==> src/hw/pskey_pkg.sv <==
/*
 Package for the profile pin shift keying select block: register offsets,
 field positions, reset values and enumerations.
 Assumes nothing of its surroundings beyond a SystemVerilog elaborator.
*/
package pskey_pkg;

	// ============================================================
	// APB register offsets (byte addresses)
	localparam logic [7:0] PSKEY_OFF_CTRL   = 8'h00;
	localparam logic [7:0] PSKEY_OFF_STATUS = 8'h04;
	localparam logic [7:0] PSKEY_OFF_WORD   = 8'h08;
	localparam logic [7:0] PSKEY_OFF_PROF0  = 8'h40;
	localparam logic [7:0] PSKEY_OFF_PROF1  = 8'h80;

	// ============================================================
	// Profile map: dedicated words and keying profiles
	localparam logic [7:0] PSKEY_REG_FREQ0  = 8'h04;
	localparam logic [7:0] PSKEY_REG_PHASE0 = 8'h05;
	localparam logic [7:0] PSKEY_REG_AMPL0  = 8'h06;
	localparam logic [7:0] PSKEY_REG_PBASE  = 8'h09;
	localparam logic [7:0] PSKEY_REG_PFIRST = 8'h0A;
	localparam logic [7:0] PSKEY_REG_PLAST  = 8'h18;

	// ============================================================
	// Control register field positions
	localparam int PSKEY_F_LEVEL = 0;
	localparam int PSKEY_F_RAMP  = 2;
	localparam int PSKEY_F_PPC   = 4;
	localparam int PSKEY_F_KPS   = 7;
	localparam int PSKEY_F_SWEEP = 9;
	localparam logic [31:0] PSKEY_CTRL_RST = 32'h0000_0000;

	// Word widths for phase and amplitude keying
	localparam int PSKEY_PHASE_W = 14;
	localparam int PSKEY_AMPL_W  = 10;

	// ============================================================
	// Enumerations
	typedef enum logic [1:0] {
		PSKEY_LVL2,
		PSKEY_LVL4,
		PSKEY_LVL8,
		PSKEY_LVL16
	} pskey_level_t;

	typedef enum logic [1:0] {
		PSKEY_RAMP_OFF,
		PSKEY_RAMP_PIN23,
		PSKEY_RAMP_PIN3,
		PSKEY_RAMP_SERIAL
	} pskey_ramp_t;

	typedef enum logic [1:0] {
		PSKEY_KEY_OFF,
		PSKEY_KEY_AMPL,
		PSKEY_KEY_FREQ,
		PSKEY_KEY_PHASE
	} pskey_kps_t;

	typedef enum logic [1:0] {
		PSKEY_RR_NONE,
		PSKEY_RR_UP,
		PSKEY_RR_DOWN
	} pskey_rreq_t;

endpackage

==> src/hw/pskey_sel_if.sv <==
/*
 Interface carrying the decode request and answer between the top module
 and the profile decoder.
 Assumes both ends run on the same clock.
*/
`timescale 1ns/1ps
interface pskey_sel_if;
	import pskey_pkg::*;

	logic [1:0] level;
	logic [1:0] ramp;
	logic [2:0] profile_pin_config;
	logic [3:0] pins;
	logic [2:0] sdio;
	logic [3:0] index;
	logic       valid;
	logic [1:0] rreq;
	logic       serial_only;

	modport ctl (output level, ramp, profile_pin_config, pins, sdio,
		input index, valid, rreq, serial_only);
	modport dec (input level, ramp, profile_pin_config, pins, sdio,
		output index, valid, rreq, serial_only);
endinterface

==> src/hw/pskey_decode.sv <==
/*
 Combinational profile pin decoder: forms the profile index and the
 amplitude ramp request from the synchronised pins and the mode fields.
 Assumes pins are already synchronised to the block clock.
*/
`timescale 1ns/1ps
module pskey_decode
(
	pskey_sel_if.dec s
);
	import pskey_pkg::*;

	// ============================================================
	// Pin decode, the lower-numbered profile pin is the more significant index bit
	always_comb
	begin
		s.index       = 4'h0;
		s.valid       = 1'b1;
		s.rreq        = PSKEY_RR_NONE;
		s.serial_only = 1'b0;
		case (s.ramp)
		PSKEY_RAMP_OFF:
		begin
			if (s.level == PSKEY_LVL2)
				s.index = {3'h0, s.pins[1]};
			else if (s.level == PSKEY_LVL4 && s.profile_pin_config == 3'h3)
				s.index = {2'h0, s.pins[0], s.pins[1]};
			else if (s.level == PSKEY_LVL8 && s.profile_pin_config[1:0] == 2'h1)
				s.index = {1'h0, s.pins[0], s.pins[1], s.pins[2]};
			else if (s.level == PSKEY_LVL16 && s.profile_pin_config[1:0] == 2'h1)
				s.index = {s.pins[0], s.pins[1], s.pins[2], s.pins[3]};
			else
				s.valid = 1'b0;
		end
		PSKEY_RAMP_PIN23:
		begin
			// Only 2-level exists here; low pin means ramp up
			if (s.level != PSKEY_LVL2)
				s.valid = 1'b0;
			else if (s.profile_pin_config == 3'h0)
			begin
				s.index = {3'h0, s.pins[1]};
				s.rreq  = s.pins[3] ? PSKEY_RR_DOWN : PSKEY_RR_UP;
			end
			else if (s.profile_pin_config == 3'h3)
			begin
				s.index = {3'h0, s.pins[0]};
				s.rreq  = s.pins[2] ? PSKEY_RR_DOWN : PSKEY_RR_UP;
			end
			else
				s.valid = 1'b0;
		end
		PSKEY_RAMP_PIN3:
		begin
			if (s.level == PSKEY_LVL8 && s.profile_pin_config[1:0] == 2'h1)
			begin
				s.index = {1'h0, s.pins[0], s.pins[1], s.pins[2]};
				s.rreq  = s.pins[3] ? PSKEY_RR_DOWN : PSKEY_RR_UP;
			end
			else
				s.valid = 1'b0;
		end
		default:
		begin
			s.serial_only = 1'b1;
			if (s.level == PSKEY_LVL2)
			begin
				s.index = {3'h0, s.pins[1]};
				if (s.sdio == 3'b010)
					s.rreq = PSKEY_RR_UP;
				// Bit zero is serial pin one, so pins 0,1,1 read 110
				else if (s.sdio == 3'b110)
					s.rreq = PSKEY_RR_DOWN;
			end
			else if (s.level == PSKEY_LVL4 && s.profile_pin_config == 3'h0)
			begin
				s.index = {2'h0, s.pins[2], s.pins[3]};
				s.rreq  = s.sdio[1] ? PSKEY_RR_DOWN : PSKEY_RR_UP;
			end
			else if (s.level == PSKEY_LVL4 && s.profile_pin_config == 3'h3)
			begin
				s.index = {2'h0, s.pins[0], s.pins[1]};
				s.rreq  = s.sdio[0] ? PSKEY_RR_DOWN : PSKEY_RR_UP;
			end
			else if (s.level == PSKEY_LVL16 && s.profile_pin_config[1:0] == 2'h1)
			begin
				s.index = {s.pins[0], s.pins[1], s.pins[2], s.pins[3]};
				s.rreq  = s.sdio[0] ? PSKEY_RR_DOWN : PSKEY_RR_UP;
			end
			else
				s.valid = 1'b0;
		end
		endcase
	end
endmodule

==> src/hw/pskey_top.sv <==
/*
 Profile pin shift keying select: APB registers, pin synchronisers,
 profile store and output word for the primary channel.
 Assumes an APB master on clock and asynchronous profile and serial pins.
*/
`timescale 1ns/1ps
module pskey_top
(
	input  wire logic                     clock,
	input  wire logic                     nrst,
	input  wire logic                     psel,
	input  wire logic                     penable,
	input  wire logic                     pwrite,
	input  wire logic [7:0]               paddr,
	input  wire logic [31:0]              pwdata,
	output logic      [31:0]              prdata,
	output logic                          pready,
	output logic                          pslverr,
	input  wire logic [3:0]               profile_pin,
	input  wire logic [2:0]               serial_data_pin,
	output logic      [31:0]              primary_channel_word,
	output pskey_pkg::pskey_kps_t         keying_parameter_select,
	output logic      [7:0]               profile_address,
	output logic                          ramp_up,
	output logic                          ramp_down,
	output logic                          serial_single_bit
);
	import pskey_pkg::*;

	// ============================================================
	// Reset release
	logic [1:0] rst_sync;
	logic       rst_n;

	always_ff @(posedge clock or negedge nrst)
	begin
		if (!nrst)
			rst_sync <= 2'b00;
		else
			rst_sync <= {rst_sync[0], 1'b1};
	end
	assign rst_n = rst_sync[1];

	// ============================================================
	// Pin synchronisers, stage one read only by stage two
	logic [6:0] pin_meta;
	logic [6:0] pin_sync;

	always_ff @(posedge clock or negedge rst_n)
	begin
		if (!rst_n)
		begin
			pin_meta <= 7'h00;
			pin_sync <= 7'h00;
		end
		else
		begin
			pin_meta <= {serial_data_pin, profile_pin};
			pin_sync <= pin_meta;
		end
	end

	// ============================================================
	// Registers: control, profile zero words and profiles 1..15
	logic [31:0] ctrl;
	logic [31:0] word0 [3];
	logic [31:0] prof [1:15];
	logic [31:0] next_ctrl;
	logic [31:0] next_word0 [3];
	logic [31:0] next_prof [1:15];
	logic [31:0] next_prdata;
	logic        next_pslverr;
	logic        wr_en;
	logic        rd_en;

	assign wr_en  = psel && penable && pwrite;
	assign rd_en  = psel && !penable && !pwrite;
	assign pready = 1'b1;

	// ============================================================
	// Decoder hookup
	pskey_sel_if sel ();
	pskey_decode pskey_decode_i (.s(sel));

	assign sel.level = ctrl[PSKEY_F_LEVEL +: 2];
	assign sel.ramp  = ctrl[PSKEY_F_RAMP +: 2];
	assign sel.profile_pin_config   = ctrl[PSKEY_F_PPC +: 3];
	assign sel.pins  = pin_sync[3:0];
	assign sel.sdio  = pin_sync[6:4];

	// Address decode and write data; read data is launched in setup
	always_comb
	begin
		next_ctrl    = ctrl;
		next_word0   = word0;
		next_prof    = prof;
		next_prdata  = prdata;
		next_pslverr = 1'b0;
		if (rd_en)
			next_prdata = 32'h0000_0000;
		if (paddr == PSKEY_OFF_CTRL)
		begin
			if (wr_en)
				next_ctrl = pwdata & 32'h0000_03FF;
			else if (rd_en)
				next_prdata = ctrl;
		end
		else if (paddr == PSKEY_OFF_STATUS)
		begin
			if (rd_en)
				next_prdata = {16'h0, sel.serial_only, sel.valid,
					sel.rreq, sel.index, 1'b0, pin_sync};
		end
		else if (paddr == PSKEY_OFF_WORD)
		begin
			if (rd_en)
				next_prdata = primary_channel_word;
		end
		else if (paddr >= PSKEY_OFF_PROF0 && paddr < PSKEY_OFF_PROF0 + 8'h0C)
		begin
			// Dedicated frequency, phase, amplitude words
			if (wr_en)
				next_word0[paddr[3:2]] = pwdata;
			else if (rd_en)
				next_prdata = word0[paddr[3:2]];
		end
		else if (paddr >= PSKEY_OFF_PROF1 + 8'h04 && paddr <= 8'hBC)
		begin
			if (wr_en)
				next_prof[paddr[5:2]] = pwdata;
			else if (rd_en)
				next_prdata = prof[paddr[5:2]];
		end
		else if (psel && !penable)
			next_pslverr = 1'b1; // Set in setup so it stands in access
	end

	always_ff @(posedge clock or negedge rst_n)
	begin
		if (!rst_n)
		begin
			ctrl    <= PSKEY_CTRL_RST;
			word0   <= '{default: 32'h0000_0000};
			prof    <= '{default: 32'h0000_0000};
			prdata  <= 32'h0000_0000;
			pslverr <= 1'b0;
		end
		else
		begin
			ctrl    <= next_ctrl;
			word0   <= next_word0;
			prof    <= next_prof;
			prdata  <= next_prdata;
			pslverr <= next_pslverr;
		end
	end

	// ============================================================
	// Output word selection, registered one cycle after decode
	pskey_kps_t  kps;
	logic [31:0] raw;
	logic [31:0] next_word;
	logic [7:0]  next_addr;
	logic        next_up;
	logic        next_down;

	assign kps = pskey_kps_t'(ctrl[PSKEY_F_KPS +: 2]);

	always_comb
	begin
		next_word = 32'h0000_0000;
		next_addr = 8'h00;
		raw       = 32'h0000_0000;
		// Sweep set or keying off holds the output at zero
		if (kps != PSKEY_KEY_OFF && !ctrl[PSKEY_F_SWEEP]
			&& sel.valid)
		begin
			if (sel.index == 4'h0)
			begin
				raw = word0[{1'b0, kps == PSKEY_KEY_PHASE}
					+ {1'b0, kps == PSKEY_KEY_AMPL} * 2'd2
					- 2'd0];
				next_addr = (kps == PSKEY_KEY_FREQ) ? PSKEY_REG_FREQ0 :
					(kps == PSKEY_KEY_PHASE) ? PSKEY_REG_PHASE0 :
					PSKEY_REG_AMPL0;
			end
			else
			begin
				raw       = prof[sel.index];
				next_addr = PSKEY_REG_PBASE + {4'h0, sel.index};
			end
			// MSB-aligned narrow words, excess bits dropped
			if (kps == PSKEY_KEY_PHASE)
				next_word = {18'h0, raw[31 -: PSKEY_PHASE_W]};
			else if (kps == PSKEY_KEY_AMPL)
				next_word = {22'h0, raw[31 -: PSKEY_AMPL_W]};
			else
				next_word = raw;
		end
		next_up   = sel.rreq == PSKEY_RR_UP;
		next_down = sel.rreq == PSKEY_RR_DOWN;
	end

	always_ff @(posedge clock or negedge rst_n)
	begin
		if (!rst_n)
		begin
			primary_channel_word <= 32'h0000_0000;
			profile_address      <= 8'h00;
			ramp_up              <= 1'b0;
			ramp_down            <= 1'b0;
			serial_single_bit    <= 1'b0;
		end
		else
		begin
			primary_channel_word <= next_word;
			profile_address      <= next_addr;
			ramp_up              <= next_up;
			ramp_down            <= next_down;
			serial_single_bit    <= sel.serial_only;
		end
	end

	assign keying_parameter_select = kps;
endmodule

==> config.mk <==
export PLATFORM = sky130hd
export DESIGN_NAME = pskey_top
export DESIGN_NICKNAME = d
export VERILOG_FILES = /design/src/hw/pskey_pkg.sv /design/src/hw/pskey_sel_if.sv /design/src/hw/pskey_decode.sv /design/src/hw/pskey_top.sv
export SDC_FILE = /design/constraint.sdc
export NUM_CORES = 1
export LEC_CHECK = 0
export BUFFER_PORTS_ARGS = -buffer_cell sky130_fd_sc_hd__buf_2
export CAP_MARGIN = 10
export CORE_MARGIN = 2
export CORE_UTILIZATION = 37
export CTS_CLUSTER_DIAMETER = 50
export DETAILED_ROUTE_END_ITERATION = 10
export GPL_TIMING_DRIVEN = 0
export SYNTH_ARGS = -nofsm -noshare
export SYNTH_HDL_FRONTEND = slang
export SYNTH_SLANG_ARGS = --single-unit
==> constraint.sdc <==
create_clock -name clock -period 25.7 [get_ports clock]
set_clock_uncertainty 0.2 [all_clocks]
set_input_delay 5.14 -clock clock [delete_from_list [all_inputs] [get_ports clock]]
set_output_delay 5.14 -clock clock [all_outputs]
set_load 0.01 [all_outputs]
== Word level (Yosys, flattened, before mapping) ==
Cells that the tools add are included.
Operators by class
  multiplexer cells: 86
  magnitude comparators: 10
  add/subtract/negate cells: 2
  equality and inequality tests: 16
  bitwise gates (word level): 8
  reductions and logical operators: 28
Operator list (number)
  $mux W32: 28
  $bwmux W480: 1
  $bmux W32 S4: 2
  $bmux W32 S2: 2
  $demux W32 S4: 1
  $bwmux W96: 1
  $demux W32 S2: 1
  $mux W4: 9
  $mux W2: 16
  $mux W1: 19
  $logic_and A1 B1 Y1: 14
  $eq A2 B2 Y1 const B: 6
  $pmux W4 S3: 1
  $eq A2 B1 Y1 const B: 5
  $ge A5 B5 Y1 const B: 2
  $mux W5: 2
  $not A4 Y5: 2
  $eq A8 B3 Y1 const B: 1
  $eq A8 B4 Y1 const B: 1
  $ge A8 B7 Y1 const B: 1
  $ge A8 B8 Y1 const B: 1
  $le A8 B8 Y1 const B: 1
  $logic_not A8 Y1: 1
  $lt A8 B7 Y1 const B: 1
  21 further kinds: 31
Storage, ports and cells
  input bits: 52
  output and inout port bits: 79
  flip-flop bits (word level): 678

== Logic depth before layout (Yosys ltp) ==
Gate-level depths: netlist of the first run.
  word-level depth: 15
  gate-level depth with buffers: 19
  mapped depth without buffers: 13

== By module ==
A second synthesis of the first run with hierarchy kept.
Unflattened totals
  cells, all modules: 2708
  area total of the unflattened synthesis: 35997.0 µm²
By module, submodules not included
  pskey_top: instances 1, cells an instance 2614, sequential area each 16891.2 µm², area each 35360.2 µm²
  pskey_decode: instances 1, cells an instance 94, sequential area each 0.0 µm², area each 636.9 µm²

== Worst setup path before layout of the first run ==
No wires, ideal clock.
  path type: input-to-reg
  start point: input paddr[2]
  end point: register (tool-made name)
  setup time: 0.136 ns
  path slack: 17.655 ns
  arrival: 7.709 ns
  stages on the path: 8
  path through: clkbuf_1 > buf_2 > clkbuf_1 > buf_1 > mux4_2 > mux4_2 > a222oi_1 > o21ai_0
RTL lines
  start, declared: line pskey_top.sv:14  | input wire logic [7:0] paddr,

==> results.md, run 1 <==
CTS:
- The clock tree synthesis step divided the H-tree into 3 levels.
- The buffer count from post-CTS setup fixing is 0.
- The number of clock sinks seen by CTS is 675.
- The number of CTS-inserted buffers is 87.
- In this run, post-CTS repair resized a total of 0 instances.
- The TritonCTS clock tree is yes.
- The total of hold buffers inserted after clock tree synthesis is 0.
- The clock-pin slew on the worst setup and hold paths is 60 ps.
- Clock latency on the worst-skew pair, taken at its later pin, is 660 ps.
- The largest buffer count on any clock path is 3.
- CTS placed an instance of clkbuf_16 at the clock tree root.

Power:
- The combinational cell fraction of total power is 8.9%.
- The internal power of the cells totals 1.94 mW.
- The design draws 2.62 mW.
- Dividing total power by cell area gives a power density of 63.7 nW/um^2.
- The relative contribution of the clock network to total power is 47.4%.
- The net switching power of the design is 0.686 mW.
- The share of total power in sequential cells is 43.7%.
- Summed over all cells, the static leakage comes to 18.5 nW.
- VDD sags by at most 0.0450 mV.
- In this run switching power makes up 26.1% of total power.

Routing:
- In the routed layout, each cell is associated on average with a via count of 6.35.
- The final antenna-violating net count is 0.
- The detail-routed net length per standard cell is 32.1 um.
- The count of TritonRoute iterations in the first routing pass is 8.
- The via count is 28500.
- The DRC marker count from the first detailed-route iteration is 3816.
- After detailed routing, the number of remaining DRC violations is 0.
- The total wire length after detailed routing is 144000 um.

Global route:
- The final global-route overflow total is 0.
- The via count of the first global-routing pass is 27800.
- The number of antenna violations at the first check in global routing is 17.
- The first global-routing pass estimated 205000 um of wire.
- Across every metal layer, demand over resource in global routing totals 28.8%.
- Entering global routing, the biggest net connects 69 pins.

Synth:
- The largest total area in the synthesized netlist belongs to dfrtp_1.
- The synthesized instance count is 2930.
- The cell area that synthesis handed to floorplanning was 35700 um^2.
- The most frequently used flop master after synthesis is dfrtp_1.
- Of the synthesized area, sequential elements account for 47.4%.
- The synthesized design contains 0 enable-type register cells.
- The post-synthesis area per instance is 12.2 um^2.
- In the post-synthesis netlist, the biggest area contributors are dfrtp_1 47%, mux2_2 20%, mux4_2 8.1%, mux2i_1 3.0%, nand2_1 2.9%.
- The distinct cell type count of the synthesized netlist is 74.
- The Yosys step of the flow raised 0 warnings.
- Counting flops and latches in the post-synthesis netlist gives 675.
- Of the post-synthesis cell area, the dominant cell type holds 47.4%.
- The share of synthesized registers carrying an async set or reset is 100%.

Timing:
- Static timing analysis puts the maximum clock frequency at 0.102 GHz.
- Setup violations remaining at the end of the flow were counted as 0.
- The time the final worst path needs with I/O delays and setup is 9820 ps.
- The share of the clock period used by the worst path is 38.2%.
- On the final layout, the worst hold slack is 89.9 ps.
- The relative slew slack is 2.81%.
- The transition time at the pin with the least slew margin is 1460 ps.
- Setup repair after global routing left no endpoint under its margin.
- The number of failing hold endpoints at the final stage is 0.
- The max-slew violation total from the final report was 0.

Floorplanning:
- The starting density of the core is 37.4%.
- The floorplan step defined a die boundary enclosing 98900 um^2.
- The initialized floorplan defines 113 standard-cell rows.
- The core region is 95300 um^2.
- The chip width is 315 um.
- The vertical die dimension is 315 um.
- For this design the top-level I/O count stands at 131.

Setup path:
- The worst setup path is captured at a flip-flop.
- In this run the critical register-to-register path is launched from ctrl[6]$_DFFE_PN0P_.
- STA puts the critical path data required time at 26020 ps.
- The highest fanout seen on the critical path is 10.
- The kind of critical path is in -> reg.
- The arrival time of the worst setup path is 10140 ps.
- STA classifies the critical path startpoint as an input port.
- The number of cells on the worst reg-to-reg path is 16.
- The critical path startpoint is paddr[3].

Placed design:
- The HPWL after detailed placement is 104000 um.
- The port buffer count is 114.
- The placer's final routability congestion estimate is 0.985.
- The placed instances occupy a cell area of 38200 um^2.

Status:
- The run finished with clean final reports.

Min path:
- The min-delay analysis places its worst path in the category reg -> async.

Layout:
- The filler cells instantiated in the layout total 8996.
- The number of nets at the end of the flow is 3209.
- Relative to the synthesized area, the layout overhead comes to 15.4%.
- The fraction of layout instances using a drive strength above 1 is 35.9%.
- The finished cells cover 41100 um^2.

Job:
- The count of maximum capacitance violations is 0.
synth_stat cells (all sizes together) (7+ instances only):
cell type and n:
a22o 43, nor2 87, a32o 10, a211oi 71, o32ai 7, nand3 49, o22ai 11, a221oi 22
a222oi 24, a31oi 40, nand2b 9, a31o 13, and3 59, mux4 128, mux2i 108, mux2 624
a2111oi 12, o21ai 97, a22oi 21, nor3 25, clkbuf 151, dfrtp 675, a311oi 25, inv 9
o211a 11, buf 138, nand2 279, o211ai 14, o221ai 14, a21oi 64
power groups by stage:
stage | registers [mW] | clock network (mW) | logic (mW)
global route | 1.15 | 1.30 | 0.247
detailed placement | 1.16 | 0 | 0.228
finish | 1.14 | 1.24 | 0.234
floorplan | 1.17 | 0 | 0.129
CTS | 1.14 | 1.25 | 0.229
global placement | 1.18 | 0 | 0.198
critical path: stages:
cell      delay, ps
clkbuf_1        470
clkbuf_1        910
clkbuf_1       1080
clkbuf_1        870
mux4_2          410
mux4_2          580
a222oi_1        510
o21ai_0         130
routing by layer:
metal / vias to the layer above / GRT usage, % / part of all wire, % / routed length (um)
li1: 11500 / - / - / -
met1: 14700 / 37.7 / 39 / 56100
met2: 1837 / 41.6 / 42 / 61000
met3: 442 / 8.50 / 11 / 16100
met4: 26 / 18.2 / 7.2 / 10400
met5: - / 0 / 0.12 / 174
cell type report:
class | count | area, um^2 | area share (%)
Clock inverter | 41 | 518 | 1.26
Multi-Input combinational cell | 1960 | 17500 | 42.5
Clock buffer | 113 | 2390 | 5.82
Antenna cell | 4 | 10.0 | 0.0243
Inverter | 9 | 33.8 | 0.0821
Timing Repair Buffer | 129 | 951 | 2.31
Buffer | 289 | 1260 | 3.07
Tap cell | 1265 | 1580 | 3.85
Sequential cell | 675 | 16900 | 41.1
logic make-up (layout without fill, tap and decap cells):
kind of cell,after synthesis,in the layout,share of synthesized area [%]
and+or+nand+nor,550,550,6.97
muxes,860,860,30.8
DFF,675,675,47.4
other,2,9,0.0211
AOI/OAI and AO/OA,536,536,10.9
buffers and inverters,298,581,3.64
adders and majority gates,6,6,0.210
xor gates and xnor gates,3,3,0.0737
worst paths after layout:
kind | end | slack (ps)
max reg2reg | primary_channel_word[4]$_DFF_PN0_ | 18170
max | flip-flop | 15880
min in group clock | pin_sync[2]$_DFF_PN0_ | 150
min reg2reg | prof[129]$_DFFE_PN0P_ | 90
max in group asynchronous | rst_sync[1]$_DFF_PN0_ | 21100
min | prof[129]$_DFFE_PN0P_ | 90
flip-flops by register name (all words and copies together), names as in the netlist, 2 cells and up, named ones only:
name	count
word0	96
ctrl	10
pin_meta	7
prof	480
rst_sync	2
profile_address	5
pin_sync	7
primary_channel_word	32
cell usage in the layout (no fill, tap or decap), drive strengths merged, types with 11 or more instances in the layout:
| cell type | n |
|---|---|
| dfrtp | 675 |
| mux2 | 624 |
| nand2 | 279 |
| buf | 267 |
| clkbuf | 264 |
| mux4 | 128 |
| mux2i | 108 |
| o21ai | 97 |
| nor2 | 87 |
| a211oi | 71 |
| a21oi | 64 |
| and3 | 59 |
| nand3 | 49 |
| a22o | 43 |
| a31oi | 40 |
| a311oi | 25 |
| nor3 | 25 |
| a222oi | 24 |
| a221oi | 22 |
| a22oi | 21 |
| clkinv | 20 |
| inv | 18 |
| o211ai | 14 |
| o221ai | 14 |
| a31o | 13 |
| a2111oi | 12 |
| o22ai | 11 |
| o211a | 11 |
through the flow:
stage / cells / setup WS (ps) / setup TNS [ps] / util (%)
finish: 4485 / 15880 / 0 / 43.2
global route: 4483 / 16020 / 0 / 43.2
CTS: 4480 / 15920 / 0 / 43.1
detailed placement: 4326 / 15300 / 0 / 40.1
global placement: 4312 / -3450 / -2257210 / 39.7
floorplan: 2933 / 5290 / 0 / -
No activity file was read; power rests on OpenSTA's default activity.
==> run 2: changes to the inputs <==
- clock period: 25.7 -> 9.2 ns (I/O delays scaled with it)
==> results.md, run 2 (same netlist as run 1, synthesis figures left out) <==
Status:
- Outcome: finished clean (unchanged).

Power:
- The leakage power total is 18.5 nW (about the same).
- The worst vdd rail ir drop is 0.135 mV (was 0.0450 mV).
- The power per cell area is 180 nW/um^2 (was 63.7 nW/um^2).

Floorplanning:
- The I/O pin total is 131 (unchanged).
- The vertical die dimension was 315 um (unchanged).
- The chip width came to 315 um (unchanged).
- The standard-cell row count is 113 (unchanged).
- The starting density of the core is 37.4% (unchanged).
- The floorplan die area came to 98900 um^2 (unchanged).
- The placeable core area was 95300 um^2 (unchanged).

Min path:
- Along the worst hold path, the cell count comes to 0.
- The worst hold-check path type was reg -> reg (was reg -> async).
- The endpoint with the worst hold slack is pin_sync[2]$_DFF_PN0_.
- The startpoint identified for the worst hold timing path is pin_meta[2]$_DFF_PN0_.

Setup path:
- The highest fanout seen on the critical path is 10 (unchanged).
- The arrival time of the worst setup path is 7740 ps (was 10140 ps).
- The required time of the critical path is 9470 ps (was 26020 ps).
- The kind of critical path is reg -> reg (was in -> reg).
- The kind of end point of the critical path is a flip-flop (unchanged).
- The worst-case reg-to-reg path depth is 16 (unchanged).
- The flop-to-flop setup slack is 1730 ps (was 18170 ps).
- The launch instance of the worst register-to-register path is ctrl[6]$_DFFE_PN0P_ (unchanged).
- The element type at the critical path start is a flip-flop (was input port).
- The endpoint of the worst register-to-register path is primary_channel_word[4]$_DFF_PN0_ (unchanged).

CTS:
- The TritonCTS clock tree is yes (unchanged).
- The number of clock sinks seen by CTS was 675 (unchanged).
- The clock-pin slew on the worst setup and hold paths came to 60 ps (about the same).
- The maximum level of the CTS H-tree was 3 (unchanged).
- The total of hold buffers inserted after clock tree synthesis is 0 (unchanged).
- The number of CTS-inserted buffers is 87 (unchanged).
- The largest buffer count on any clock path is 3 (unchanged).
- The buffer count from post-CTS setup fixing is 0 (unchanged).
- The post-CTS resize count is 0 (unchanged).
- The clock latency on the worst-skew pair came to 670 ps (was 660 ps).
- The CTS root buffer is clkbuf_16 (unchanged).

Timing:
- The relative slew slack is 12.2% (was 2.81%).
- Derived from the worst setup path, the maximum achievable clock frequency is 0.134 GHz.
- The smallest clock period supported by the final layout is computed as 7470 ps.
- RSZ-0062 raised after global routing: false (unchanged).
- The transition time at the pin with the least slew margin is 1320 ps (was 1460 ps).
- The worst setup margin is 1730 ps (was 15880 ps).
- The worst hold slack after final layout was 147 ps (was 89.9 ps).
- The final critical path takes up 81.2% of the cycle.
- The max-slew violation total from the final report is 0 (unchanged).
- The count of endpoints failing setup in the final report was 0 (unchanged).
- The number of failing hold endpoints at the final stage is 0 (unchanged).

Routing:
- The final antenna-violating net count is 0 (unchanged).
- The via count came to 28500 (about the same).
- The detail-routed net length per standard cell is 32.1 um (about the same).
- The total wire length after detailed routing is 144000 um (about the same).
- The count of TritonRoute iterations in the first routing pass is 6 (was 8).
- The final routed DRC violation total is 0 (unchanged).
- The DRC marker count from the first detailed-route iteration is 3862 (was 3816).
- The mean number of vias per cell is 6.36 (was 6.35).

Placed design:
- The detailed placer's ending HPWL is 103000 um (was 104000 um).
- The instance area at placement is 38200 um^2 (about the same).
- The port buffer count is 114 (unchanged).
- The placer's final routability congestion estimate is 0.983 (was 0.985).
- The placed instance count came to 4325 (was 4326).
- The worst setup slack after placement is 2050 ps (was 15300 ps).

Layout:
- The most common library cell in the layout ignoring fill and taps is dfrtp_1 (unchanged).
- Commonest cells after routing, fill and taps aside: 674 x dfrtp_1, 623 x mux2_2, 279 x nand2_1 (unchanged).
- The number of standard cells in the layout, taps in and fillers out came to 4490 (was 4485).
- The relative area change from synthesis to final layout is 15.5% (was 15.4%).
- The number of nets at the end of the flow came to 3209 (unchanged).
- The fraction of layout instances using a drive strength above 1 is 36.0% (was 35.9%).
- The register containing the most flip-flops in the final layout is prof (unchanged).
- The summed area of non-filler cells in the final layout is 41200 um^2 (was 41100 um^2).
- The flip-flop count of the largest register after layout is 480 (unchanged).
- Largest registers: prof (480), word0 (96), primary_channel_word (32) (unchanged).
- The final cell utilization of the core came to 43.2% (about the same).

Job:
- The count of maximum capacitance violations is 0 (unchanged).

Global route:
- The maximum number of pins on one net before global-route repair came to 71 (was 69).
- The wire length of the first global-routing pass is 205000 um (about the same).
- The final global-route overflow total is 0 (unchanged).
- The number of antenna violations at the first check in global routing is 18 (was 17).
- The overall global routing resource usage is 28.7% (was 28.8%).
- The via count of the first global-routing pass was 27600 (was 27800).
run 2: cell count changes in the layout (fill, tap and decap cells not counted):
cell       change
diode_2        +6
clkbuf_1       -5
clkinv_8       -4
bufinv_16      +3
buf_16         -2
buf_8          +2
clkinv_2       +2
clkinv_4       +2
clkbuf_16      +1
inv_16         -1
inv_6          +1
run 2: worst max-delay path by stage:
stage,startpoint,to,slack [ps],depth (start not counted)
after floorplan,rst_sync[1]$_DFF_PN0_,async pin,2470,0
after global placement,rst_sync[1]$_DFF_PN0_,async pin,-350,0
after detailed placement,paddr[3],flip-flop,2050,8
after CTS,ctrl[6]$_DFFE_PN0P_,primary_channel_word[8]$_DFF_PN0_,2180,16
after global routing,ctrl[6]$_DFFE_PN0P_,primary_channel_word[1]$_DFF_PN0_,1970,15
final,ctrl[6]$_DFFE_PN0P_,primary_channel_word[4]$_DFF_PN0_,1730,16
run 2: layout make-up:
cell class	instances	area (um^2)
Buffer	289	1260
Timing Repair Buffer	129	926
Tap cell	1265	1580
Clock inverter	44	559
Antenna cell	10	25.0
Fill cell	9028	54100
Sequential cell	675	16900
Multi-Input combinational cell	1960	17500
Clock buffer	109	2400
Inverter	9	33.8
run 2: worst max-delay path, cell delays in order, from the launching register on:
cell and delay (ps):
dfrtp_1 490, nor3_1 560, mux2_2 400, a221oi_1 300, a32o_1 240, buf_2 330
buf_2 320, buf_2 410, buf_1 670, ha_1 370, and3_1 180, clkbuf_1 320
clkbuf_1 880, a211oi_1 200, o211a_2 270, o32ai_1 1060, a211oi_1 70
run 2: routing by layer:
metal	routed length (um)	track usage [%]
met2	62300	42.5
met4	8650	15.5
met5	104	0
met3	17300	9.49
met1	55600	37.2
run 2: where the power goes:
group	internal [mW]	total, mW	switching [mW]
sequential	3.10	3.20	0.106
clock	2.14	3.54	1.41
combinational	0.259	0.651	0.392
run 2: stage by stage:
stage | setup TNS, ps | power, mW
after floorplan | 0 | 3.62
after global placement | -179410 | 3.85
after detailed placement | 0 | 3.88
after CTS | 0 | 7.39
after global routing | 0 | 7.59
final | 0 | 7.40
